### config.mk
export PLATFORM = sky130hd
export DESIGN_NAME = osc_tune_regs
export DESIGN_NICKNAME = d
export VERILOG_FILES = /design/src/osc_cfg_pkg.sv /design/src/rc_trim_offset.sv /design/src/osc_tune_regs.sv
export SDC_FILE = /design/constraint.sdc
export NUM_CORES = 1
export LEC_CHECK = 0
export BUFFER_PORTS_ARGS = -buffer_cell sky130_fd_sc_hd__buf_2
export CAP_MARGIN = 10
export CORE_MARGIN = 4
export CORE_UTILIZATION = 45
export DETAILED_ROUTE_END_ITERATION = 6
export MAX_ROUTING_LAYER = met4
export PLACE_DENSITY = 0.7
export SLEW_MARGIN = 20
export SYNTH_ARGS = -nofsm -noshare
export SYNTH_HDL_FRONTEND = slang
export SYNTH_SLANG_ARGS = --single-unit
### constraint.sdc
create_clock -name i_clk_sys -period 14.3 [get_ports i_clk_sys]
set_clock_uncertainty 0.1 [all_clocks]
set_input_delay 1.43 -clock i_clk_sys [delete_from_list [all_inputs] [get_ports i_clk_sys]]
set_output_delay 1.43 -clock i_clk_sys [all_outputs]
set_load 0.02 [all_outputs]
### src/osc_cfg_pkg.sv
package osc_cfg_pkg;
   // register bus shape
   localparam int ADDR_W = 4;
   localparam int DATA_W = 16;
   // word offsets of the two registers
   localparam logic [3:0] OFF_PLL_MULT = 4'h0;
   localparam logic [3:0] OFF_RC_TRIM = 4'h1;
   // field widths and positions
   localparam int FBDIV_W = 9;
   localparam int FBDIV_LSB = 0;
   localparam int TRIM_W = 6;
   localparam int TRIM_LSB = 0;
   // values after reset
   localparam logic [8:0] FBDIV_RST = 9'h030;
   localparam logic [5:0] TRIM_RST = 6'h00;
   localparam logic [9:0] MULT_RST = 10'h032;
   // bench pacing, in system clock cycles
   localparam int RST_CYCLES = 16;
   localparam int TIMEOUT_CYCLES = 1000;
   // multiplication factor = divisor + offset
   localparam logic [9:0] MULT_OFFSET = 10'h002;
   // trim step in thousandths of a percent
   localparam int TRIM_STEP_MPCT = 375;
   localparam int TRIM_OFS_W = 16;
endpackage

### src/rc_trim_offset.sv
`timescale 1ns/1ps
// turns the signed trim code into a frequency offset in thousandths of a percent
module rc_trim_offset (
   // trim code
   input wire logic [osc_cfg_pkg::TRIM_W-1:0] i_code,
   // signed offset, registered by the caller
   output logic signed [osc_cfg_pkg::TRIM_OFS_W-1:0] o_offset_mpct
);
   import osc_cfg_pkg::*;

   // code is two's complement, so negative codes lower the frequency
   always_comb begin
      o_offset_mpct = TRIM_OFS_W'(signed'(i_code) * TRIM_STEP_MPCT);
   end
endmodule

### src/osc_tune_regs.sv
`timescale 1ns/1ps
module osc_tune_regs (
   // clock and reset
   input wire logic i_clk_sys,
   input wire logic i_rst_b,
   // register port
   input wire logic [osc_cfg_pkg::ADDR_W-1:0] i_addr,
   input wire logic [osc_cfg_pkg::DATA_W-1:0] i_wdata,
   input wire logic i_wr,
   input wire logic i_rd,
   output logic [osc_cfg_pkg::DATA_W-1:0] o_rdata,
   // to the pll and the fast internal rc oscillator
   output logic [osc_cfg_pkg::FBDIV_W-1:0] o_pll_feedback_divisor,
   output logic [9:0] o_pll_mult_factor,
   output logic [osc_cfg_pkg::TRIM_W-1:0] o_rc_trim_code,
   output logic signed [osc_cfg_pkg::TRIM_OFS_W-1:0] o_rc_offset_mpct
);
   import osc_cfg_pkg::*;

   // true when a strobe is aimed at the given register slot
   function automatic logic reg_hit(input logic strobe, input logic [ADDR_W-1:0] addr, input logic [ADDR_W-1:0] slot);
      return strobe && (addr == slot);
   endfunction

   // pll factor from a divisor field; the extra bit keeps 513 from wrapping
   function automatic logic [9:0] factor_of(input logic [FBDIV_W-1:0] div);
      return {1'b0, div} + MULT_OFFSET;
   endfunction

   // the two implemented slots; everything else on the port is a hole that reads zero
   function automatic logic slot_is_mapped(input logic [ADDR_W-1:0] addr);
      return (addr == OFF_PLL_MULT) || (addr == OFF_RC_TRIM);
   endfunction

   logic [FBDIV_W-1:0] pll_feedback_divisor;
   logic [FBDIV_W-1:0] next_pll_feedback_divisor;
   logic [TRIM_W-1:0] rc_trim_code;
   logic [TRIM_W-1:0] next_rc_trim_code;
   logic [DATA_W-1:0] rdata;
   logic [DATA_W-1:0] next_rdata;
   logic [9:0] mult;
   logic [9:0] next_mult;
   logic signed [TRIM_OFS_W-1:0] ofs;
   logic signed [TRIM_OFS_W-1:0] ofs_comb;

   rc_trim_offset u_ofs (
      .i_code(next_rc_trim_code),
      .o_offset_mpct(ofs_comb)
   );

   // register writes; only the implemented field bits are taken
   always_comb begin
      next_pll_feedback_divisor = pll_feedback_divisor;
      next_rc_trim_code = rc_trim_code;
      if (reg_hit(i_wr, i_addr, OFF_PLL_MULT)) begin
         next_pll_feedback_divisor = i_wdata[FBDIV_LSB +: FBDIV_W];
      end
      if (reg_hit(i_wr, i_addr, OFF_RC_TRIM)) begin
         next_rc_trim_code = i_wdata[TRIM_LSB +: TRIM_W];
      end
      next_mult = factor_of(next_pll_feedback_divisor);
   end

   // read mux; unmapped addresses and upper bits read zero
   always_comb begin
      next_rdata = '0;
      if (i_rd) begin
         unique case (i_addr)
            OFF_PLL_MULT: next_rdata[FBDIV_LSB +: FBDIV_W] = pll_feedback_divisor;
            OFF_RC_TRIM: next_rdata[TRIM_LSB +: TRIM_W] = rc_trim_code;
            default: next_rdata = '0;
         endcase
      end
   end

   // divisor group; the factor is registered beside it so the pll never sees a half-updated pair
   always_ff @(posedge i_clk_sys) begin
      if (!i_rst_b) begin
         pll_feedback_divisor <= FBDIV_RST;
         mult <= MULT_RST;
      end else begin
         pll_feedback_divisor <= next_pll_feedback_divisor;
         mult <= next_mult;
      end
   end

   // trim group; the offset comes from the next code so both outputs change on one edge
   always_ff @(posedge i_clk_sys) begin
      if (!i_rst_b) begin
         rc_trim_code <= TRIM_RST;
         ofs <= '0;
      end else begin
         rc_trim_code <= next_rc_trim_code;
         ofs <= ofs_comb;
      end
   end

   // read data; zero outside the answer cycle so a shared read bus stays quiet
   always_ff @(posedge i_clk_sys) begin
      if (!i_rst_b) begin
         rdata <= '0;
      end else begin
         rdata <= next_rdata;
      end
   end

   assign o_rdata = rdata;
   assign o_pll_feedback_divisor = pll_feedback_divisor;
   assign o_pll_mult_factor = mult;
   assign o_rc_trim_code = rc_trim_code;
   assign o_rc_offset_mpct = ofs;
endmodule

# Word level (Yosys, flattened, before mapping)
# Index checks and enable logic that the tools add are counted.
[classes]
mul = 1
n_mux = 3
n_reduce_logical = 5
eq_ne = 1
addsub = 1
[ops]
columns = ["op", "count"]
rows = [
  ["$mul 6x10->16 const B", 1],
  ["$pmux 6 s2", 1],
  ["$add 9x2->10 const B", 1],
  ["$mux 9", 1],
  ["$mux 6", 1],
  ["$eq 4x1->1 const B", 1],
  ["$logic_not 4->1", 1],
  ["$reduce_and 3->1", 1],
  ["$logic_and 1x1->1", 2],
  ["$reduce_and 2->1", 1],
]
[totals]
inputBits = 24
output_inout_bits = 57
wordCells = 18
ff_bits = 57

# Longest topological paths before layout
# Gate-level depths: netlist of run 1.
[logic_depth]
ltp_word = 4
mapped_depth = 17
ltp_nobuf = 17

# By module
# A second synthesis of run 1 with hierarchy kept.
[unflattened]
cells_unflattened = 301
hier_area_um2 = 2981.6
[by_module_without_submodules]
columns = ["module", "area_per_inst_um2", "cells_each", "n_inst", "seq_area_each_um2"]
rows = [
  ["osc_tune_regs", 1905.6, 191, 1, 980.9],
  ["rc_trim_offset", 1076.0, 110, 1, 0.0],
]

# Worst setup path before layout of run 1
# No wires, ideal clock.
[synth_timing]
kind = "input port to flip-flop"
startpoint = "input i_addr[1] in the netlist's numbering"
endpoint = "register ofs[14] (netlist: o_rc_offset_mpct[14])"
required_ns = 14.084
path_buffers = 0
cell_stages = 16
arrival_time_ns = 5.449
setup_time_ns = 0.116
setup_slack_ns = 8.635
cell_sequence = "nor4b_4 nand2_4 mux2i_1 inv_1 ha_1 ha_1 fa_1 inv_1 fa_1 inv_1 fa_1 a21oi_1 o21ai_0 o21ai_0 a311oi_1 a41o_1"
[synth_via]
elab_chain_len = 4
[synth_rtl]
columns = ["item", "line_no", "rtl"]
rows = [
  ["start, declared", "osc_tune_regs.sv:7", "input wire logic [osc_cfg_pkg::ADDR_W-1:0] i_addr,"],
  ["$eq 4x1->1", "osc_tune_regs.sv:22", "return strobe && (addr == slot);"],
  ["$logic_and 1x1->1", "osc_tune_regs.sv:22", ""],
  ["$mux 6", "osc_tune_regs.sv:58", "if (reg_hit(i_wr, i_addr, OFF_RC_TRIM)) begin"],
  ["via next_rc_trim_code[3]", "osc_tune_regs.sv:38", "logic [TRIM_W-1:0] next_rc_trim_code;"],
  ["$mul 6x10->16", "rc_trim_offset.sv:13", "o_offset_mpct = TRIM_OFS_W'(signed'(i_code) * TRIM_STEP_MPCT);"],
  ["end signal, assigned", "osc_tune_regs.sv:94", "ofs <= ofs_comb;"],
  ["end, declared", "osc_tune_regs.sv:43", "logic signed [TRIM_OFS_W-1:0] ofs;"],
]
# The timed path passes the listed nets, and every way through them passes these cells.
# A chain may end at the register's enable or synchronous reset.

# Worst setup path in the final report of run 1
[layout_timing]
startpoint = "input i_addr[1] in the netlist's numbering"
endpoint = "register ofs[15] (netlist: o_rc_offset_mpct[15])"
# The elaborated chain is that of the path after synthesis.

==> run metrics, run 1 <==
status complete, no violations; Synth area leader dfxtp_1; area grow syn2layout 16.5%; EDFF count, synth 0; Final ANT Viol Nets 0; CP Capture Type register; Cells after DPL 424; dpl ws 7.91 ns; GR Overflow Total 0; synthesized area 2940 um2; Die ar. ~8000 um2; Syn. warnings 0; Root Buffer clkbuf_8; Setup violations, final 0; Reg power frac 0.478; starting density of the core 0.464; Syn Area/Cell ~10 um2; sw frac 0.239; Synth Area in XOR/XNOR 0.0591; highest clock rate around 160 MHz; RSZ-0062 raised after global routing false; largest net degree at the start of global routing 25; port buffer count 66; H-tree Lvls 2; fin crit period 6.06 ns; hold-fix buffer count after cts 0; Synth Register Bits 48; Vias approximately 2200; Worst-path clk slew around 0.09 ns; Die Ht ~90 um; initial antenna violation count 0; Slew @ Worst Pin ~0.7 ns; Hold Path Cell Cnt 1; TNS Setup 0 ns; Final Cycle Share 0.424; setup ws final around 8 ns; Seq/Total Area, Yosys 0.326; detailed router's first-iteration violation count 34; Min-Delay Startpoint o_pll_feedback_divisor[8]; Worst EP arrival ~6.2 ns; GRT Overall Usage 0.164; number of distinct library cells after synthesis 44; vias in the first global route between 2000 and 2500; power density cells around 84 nW/um2; first-pass GRT wire length between 9000 and 10000 um; Final #Nets between 400 and 500; HPWL Detailed between 4000 and 5000 um; Hold Path Class register to register; ant diodes 0; ratio of cells with drive above 1 in the final layout 0.242; Top Ports between 80 and 90; worst hold path endpoint o_rdata[8]; commonest register cell after synthesis dfxtp_1; post-synth top area share 0.326; remaining routing DRC violations 0; WL per Instance between 10 and 15 um; R2R Path End o_rc_offset_mpct[15]; internal power 218 uW; Post-synth top cells 48 x dfxtp_1, 40 x ha_1, 29 x nor2_1; main combinational cell family by area after synthesis adder cells; CP Data Required Time ~14 ns; Comb pwr share 0.110; # rows 29; R2R cell count 14; Detailed Route WL 5760 um; post-synthesis mux area share 0.0956; DR vias/cell about 5; P_leak between 1.5 and 2 nW; Setup CP Type input pin to register; most common cell in the synthesized netlist dfxtp_1; gp weighted congestion 0.777; CP Max Fanout 7; CTS tree done; die width just under 90 um; r2r setup slk a little under 10 ns; NetSw 68.5 uW; Clk pwr share 0.412; Worst-Skew Late Latency about 0.30 ns; # fillers slightly above 600; Max-Cap Viols 0; DR pass1 iterations 4; Final Hold Vio Count 0; Synth Area in Simple Gates 0.147; CP Launch Type input pin; Worst slew margin 0.521; final core occ 0.540; top cells by area, synth dfxtp_1 33%, ha_1 17%, mux2i_1 7.1%, fa_1 6.8%, and2_1 3.8%; Critical R2R Launch o_rc_trim_code[3]; compound-cell area share of the yosys netlist 0.0727; Adder-Cell Fraction of Synth Area 0.238; max-slew violations 0; Async S/R FF share, synth 0; Max Root-Sink Buffers 2; WHS ~0.4 ns; final instance count without filler cells approximately 430; CTS sink count 48; Num CTS Buffers 5; post-CTS sizing 0; post-CTS setup buffer count 0; Syn Inst Count 290; Max IR drop VDD between 50 and 60 uV; core footprint approximately 6300 um2
[critical path, stage by stage]
cell       delay (ns)
buf_2            0.12
nor4b_4          0.34
nand2_4          0.16
mux2i_1          0.59
inv_1            0.23
ha_1             0.37
ha_1             0.22
fa_1             0.48
inv_1            0.05
fa_1             0.51
inv_1            0.07
ha_1             0.30
a211oi_1         0.09
o31ai_1          0.47
o2111ai_1        0.24
a21boi_0         0.30
mux2i_1          0.21
[registers in the layout (all words and copies together), names as in the netlist]
register / flops
o_rdata: 9
o_rc_offset_mpct: 15
o_pll_mult_factor: 9
o_rc_trim_code: 6
o_pll_feedback_divisor: 9
[cell usage in the layout (no fill, tap or decap), types with 2 or more instances in the layout]
cell type,netlist,layout
a211oi_1,3,3
a21o_1,6,6
a21oi_1,8,8
a31oi_1,2,2
and2_1,18,18
and3_1,2,2
buf_2,0,66
bufinv_16,0,2
clkbuf_8,0,5
conb_1,1,7
dfxtp_1,48,48
fa_1,10,10
ha_1,40,40
inv_1,17,17
mux2i_1,21,21
mux2i_4,2,2
nand2_1,9,9
nand2b_1,2,2
nand3_1,6,6
nand4_1,6,6
nor2_1,29,29
nor2b_1,2,2
o21ai_0,5,5
xnor2_1,9,9
xor2_1,9,9
[metal layers]
metal	share of wire	vias to the layer above	track usage
met5	0	-	-
met4	0.011	0	0.0467
met3	0.068	7	0.0326
met2	0.49	63	0.280
met1	0.43	1024	0.196
li1	-	1095	-
[metrics by stage]
stage / total power, mW / area (um2)
2_1_floorplan: 0.164 / 2970
3_3_place_gp: 0.171 / 3290
3_5_place_dp: 0.172 / 3290
4_1_cts: 0.292 / 3430
5_1_grt: 0.300 / 3430
6_report: 0.287 / 3430
[kinds of logic (layout without fill, tap and decap cells)]
family / after synthesis / count (layout)
fa+ha+maj: 50 / 50
buf+inv: 34 / 93
simple gates: 81 / 81
flops: 48 / 48
xor+xnor: 19 / 19
other cells: 1 / 7
mux: 25 / 25
compound gates: 32 / 32
[cell type report]
type                            instances  area [um2]  share of cell area
Sequential cell                        48         961               0.280
Tap cell                               77        96.3              0.0281
Clock inverter                          3        68.8              0.0201
Inverter                               18        68.8              0.0201
Clock buffer                            5        68.8              0.0201
Timing Repair Buffer                   67         338              0.0985
Multi-Input combinational cell        214        1830               0.533
[how the worst max path moves through the flow]
stage                         start                    to  slack [ns]  cells past startpoint
after global routing      i_addr[1]  o_rc_offset_mpct[15]        7.85                     18
final                     i_addr[1]  o_rc_offset_mpct[15]        8.24                     17
after floorplan           i_addr[1]  o_rc_offset_mpct[14]        8.63                     16
after global placement    i_addr[1]  o_rc_offset_mpct[14]        7.98                     17
after detailed placement  i_addr[1]  o_rc_offset_mpct[14]        7.91                     17
after CTS                 i_addr[1]  o_rc_offset_mpct[15]        8.20                     17
[power by group through the flow]
stage	registers, mW	logic (mW)	clock network (mW)
after floorplan	0.143	0.0204	0
after global placement	0.140	0.0313	0
after detailed placement	0.140	0.0316	0
after CTS	0.137	0.0320	0.123
after global routing	0.137	0.0357	0.127
final	0.137	0.0314	0.118
(Power assumes the default switching activity.)
==> inputs of run 2 (changes only) <==
==> constraint.sdc (replaced) <==
create_clock -name i_clk_sys -period 5.9 [get_ports i_clk_sys]
set_clock_uncertainty 0.1 [all_clocks]
set_input_delay 0.59 -clock i_clk_sys [delete_from_list [all_inputs] [get_ports i_clk_sys]]
set_output_delay 0.59 -clock i_clk_sys [all_outputs]
set_load 0.02 [all_outputs]
==> run 2 against run 1 <==
First-iteration DRC count up 8.8%. Flip-flop and latch count unchanged. Die area unchanged. Count of clock-buffer cells in the layout up 1. Clock power up 75%. Worst setup slack worse by 7.2 ns. Critical path type unchanged. Critical endpoint is now o_rc_offset_mpct[14].
==> run metrics, run 2 (synthesis gave the netlist of run 1 again) <==
Worst-path clk slew 0.09 ns (about the same); Final ANT Viol Nets 0 (unchanged); power density cells 181 nW/um2 (was 83.6 nW/um2); Final Cycle Share 0.826; gate family responsible for the most delay along the worst path adder cells (unchanged); DR vias/cell 5.03 (was 5.07); Die Ht 88.9 um (unchanged); fin crit period approximately 4.9 ns; CP Capture Type register (unchanged); Hold Path Class register to register (unchanged); largest stage delay on the critical path 0.51 ns (was 0.59 ns); Vias 2185 (was 2189); Num CTS Buffers 5 (unchanged); R2R Path End o_rc_offset_mpct[14] (was o_rc_offset_mpct[15]); Worst EP arrival 4.97 ns (was 6.20 ns); Worst slew margin 0.654 (was 0.521); sequential cell area 961 um2 (unchanged); Max Root-Sink Buffers 2 (unchanged); gp weighted congestion 0.774 (was 0.777); Detailed Route WL 5750 um (was 5760 um); remaining routing DRC violations 0 (unchanged); CP Launch Type input pin (unchanged); Crit-path slowest cell fa_1 (was mux2i_1); Final Hold Vio Count 0 (unchanged); DR pass1 iterations 4 (unchanged); Max-Cap Viols 0 (unchanged); Crit. path cell count 18 (was 17); max reg flops 15 (unchanged); worst hold path endpoint o_rdata[8] (unchanged); R2R cell count 15 (was 14); highest clock rate ~210 MHz; CP Max Fanout 6 (was 7); Root Buffer clkbuf_8 (unchanged); GR Overflow Total 0 (unchanged); starting density of the core 0.464 (unchanged); Critical R2R Launch o_rc_trim_code[4] (was o_rc_trim_code[3]); die width 88.9 um (unchanged); crit-path cells buf_2 -> nor4b_4 -> nand2_4 -> mux2i_1 -> buf_4 -> inv_1 -> ha_1 -> ha_1 -> fa_1 -> inv_1 -> fa_1 -> inv_1 -> fa_1 -> a21oi_1 -> o21ai_0 -> o21ai_0 -> a311oi_1 -> a41o_1 (was buf_2 -> nor4b_4 -> nand2_4 -> mux2i_1 -> inv_1 -> ha_1 -> ha_1 -> fa_1 -> inv_1 -> fa_1 -> inv_1 -> ha_1 -> a211oi_1 -> o31ai_1 -> o2111ai_1 -> a21boi_0 -> mux2i_1); # rows 29 (unchanged); Top Ports 81 (unchanged); HPWL Detailed 4600 um (was 4580 um); post-CTS setup buffer count 0 (unchanged); max-slew violations 0 (unchanged); vias in the first global route 2084 (was 2202); initial antenna violation count 0 (unchanged); ant diodes 0 (unchanged); commonest non-fill, non-tap cell in the layout buf_2 (unchanged); Setup CP Type input pin to register (unchanged); largest net degree at the start of global routing 25 (unchanged); Hold Path Cell Cnt 1 (unchanged); GRT Overall Usage 0.163 (was 0.164); Worst-Skew Late Latency 0.30 ns (about the same); area of the multi-input gates 1830 um2 (unchanged); first-pass GRT wire length 9620 um (was 9830 um); Final #Nets 430 (was 428); CP Data Required Time 5.99 ns (was 14.44 ns); port buffer count 66 (unchanged); detailed router's first-iteration violation count 37 (was 34); H-tree Lvls 2 (unchanged); ratio of cells with drive above 1 in the final layout 0.246 (was 0.242); most frequent cells in the layout 66 x buf_2, 48 x dfxtp_1, 40 x ha_1 (unchanged); # fillers 617 (was 607); CTS tree done (unchanged); RSZ-0062 raised after global routing false (unchanged); Total Power 616 uW (was 287 uW); Setup violations, final 0 (unchanged); status complete, no violations (unchanged); post-CTS sizing 0 (unchanged); Max IR drop VDD 99.6 uV (was 52.3 uV); area grow syn2layout 15.6% (was 16.5%); hold-fix buffer count after cts 0 (unchanged); Die ar. 7900 um2 (unchanged); Slew @ Worst Pin 0.518 ns (was 0.699 ns); CTS sink count 48 (unchanged); P_leak 1.90 nW (was 1.91 nW); core footprint 6350 um2 (unchanged); Min-Delay Startpoint o_pll_feedback_divisor[8] (unchanged); TNS Setup 0 ns (unchanged); WL per Instance 13.2 um (was 13.3 um); r2r setup slk 1.66 ns (was 9.67 ns); CP bufs+invs 5 (was 4)
==> run 2: metrics by stage <==
stage               instances  hold slack [ns]  setup WS, ns  instance area (um2)   util
finish                    434            0.405          1.03                 3400  0.536
global route              434            0.442         0.731                 3400  0.536
CTS                       434            0.406          1.01                 3400  0.536
detailed placement        426            0.384         0.683                 3310  0.521
global placement          426            0.372         0.764                 3310  0.521
floorplan                 296            0.464          1.07                 2970      -
==> run 2: power by group <==
part           internal, mW  switching [mW]
Combinational        0.0292          0.0474
Sequential            0.330         0.00268
Clock                0.0950           0.112
Total                 0.454           0.162
==> run 2: how the worst max path moves through the flow <==
stage                    from                    to  slack [ns]
floorplan           i_addr[1]  o_rc_offset_mpct[14]        1.07
global placement    i_addr[1]  o_rc_offset_mpct[14]        0.76
detailed placement  i_addr[1]  o_rc_offset_mpct[14]        0.68
CTS                 i_addr[1]  o_rc_offset_mpct[14]        1.01
global route        i_addr[1]  o_rc_offset_mpct[14]        0.73
finish              i_addr[1]  o_rc_offset_mpct[14]        1.03
==> run 2: cell type report <==
type | count | area share
well taps | 77 | 0.0283
multi-input cells | 214 | 0.537
inverters | 18 | 0.0202
repair buffers | 69 | 0.104
clock inverters | 2 | 0.00441
clock buffers | 6 | 0.0243
flip-flops and latches | 48 | 0.282
==> run 2: worst register-to-register path: stages (launching register included) <==
cell and delay, ns:
dfxtp_1 0.34, mux2i_1 0.13, buf_4 0.16, inv_1 0.11
ha_1 0.36, ha_1 0.24, fa_1 0.49, inv_1 0.06
fa_1 0.51, inv_1 0.07, fa_1 0.45, a21oi_1 0.26
o21ai_0 0.17, o21ai_0 0.31, a311oi_1 0.15, a41o_1 0.23
==> run 2: per-layer routing <==
layer,wire (um),GRT usage,vias to the layer above
met4,86,0.0604,0
met1,2390,0.195,1016
met5,0,-,-
met2,2800,0.271,65
li1,-,-,1097
met3,466,0.0298,7
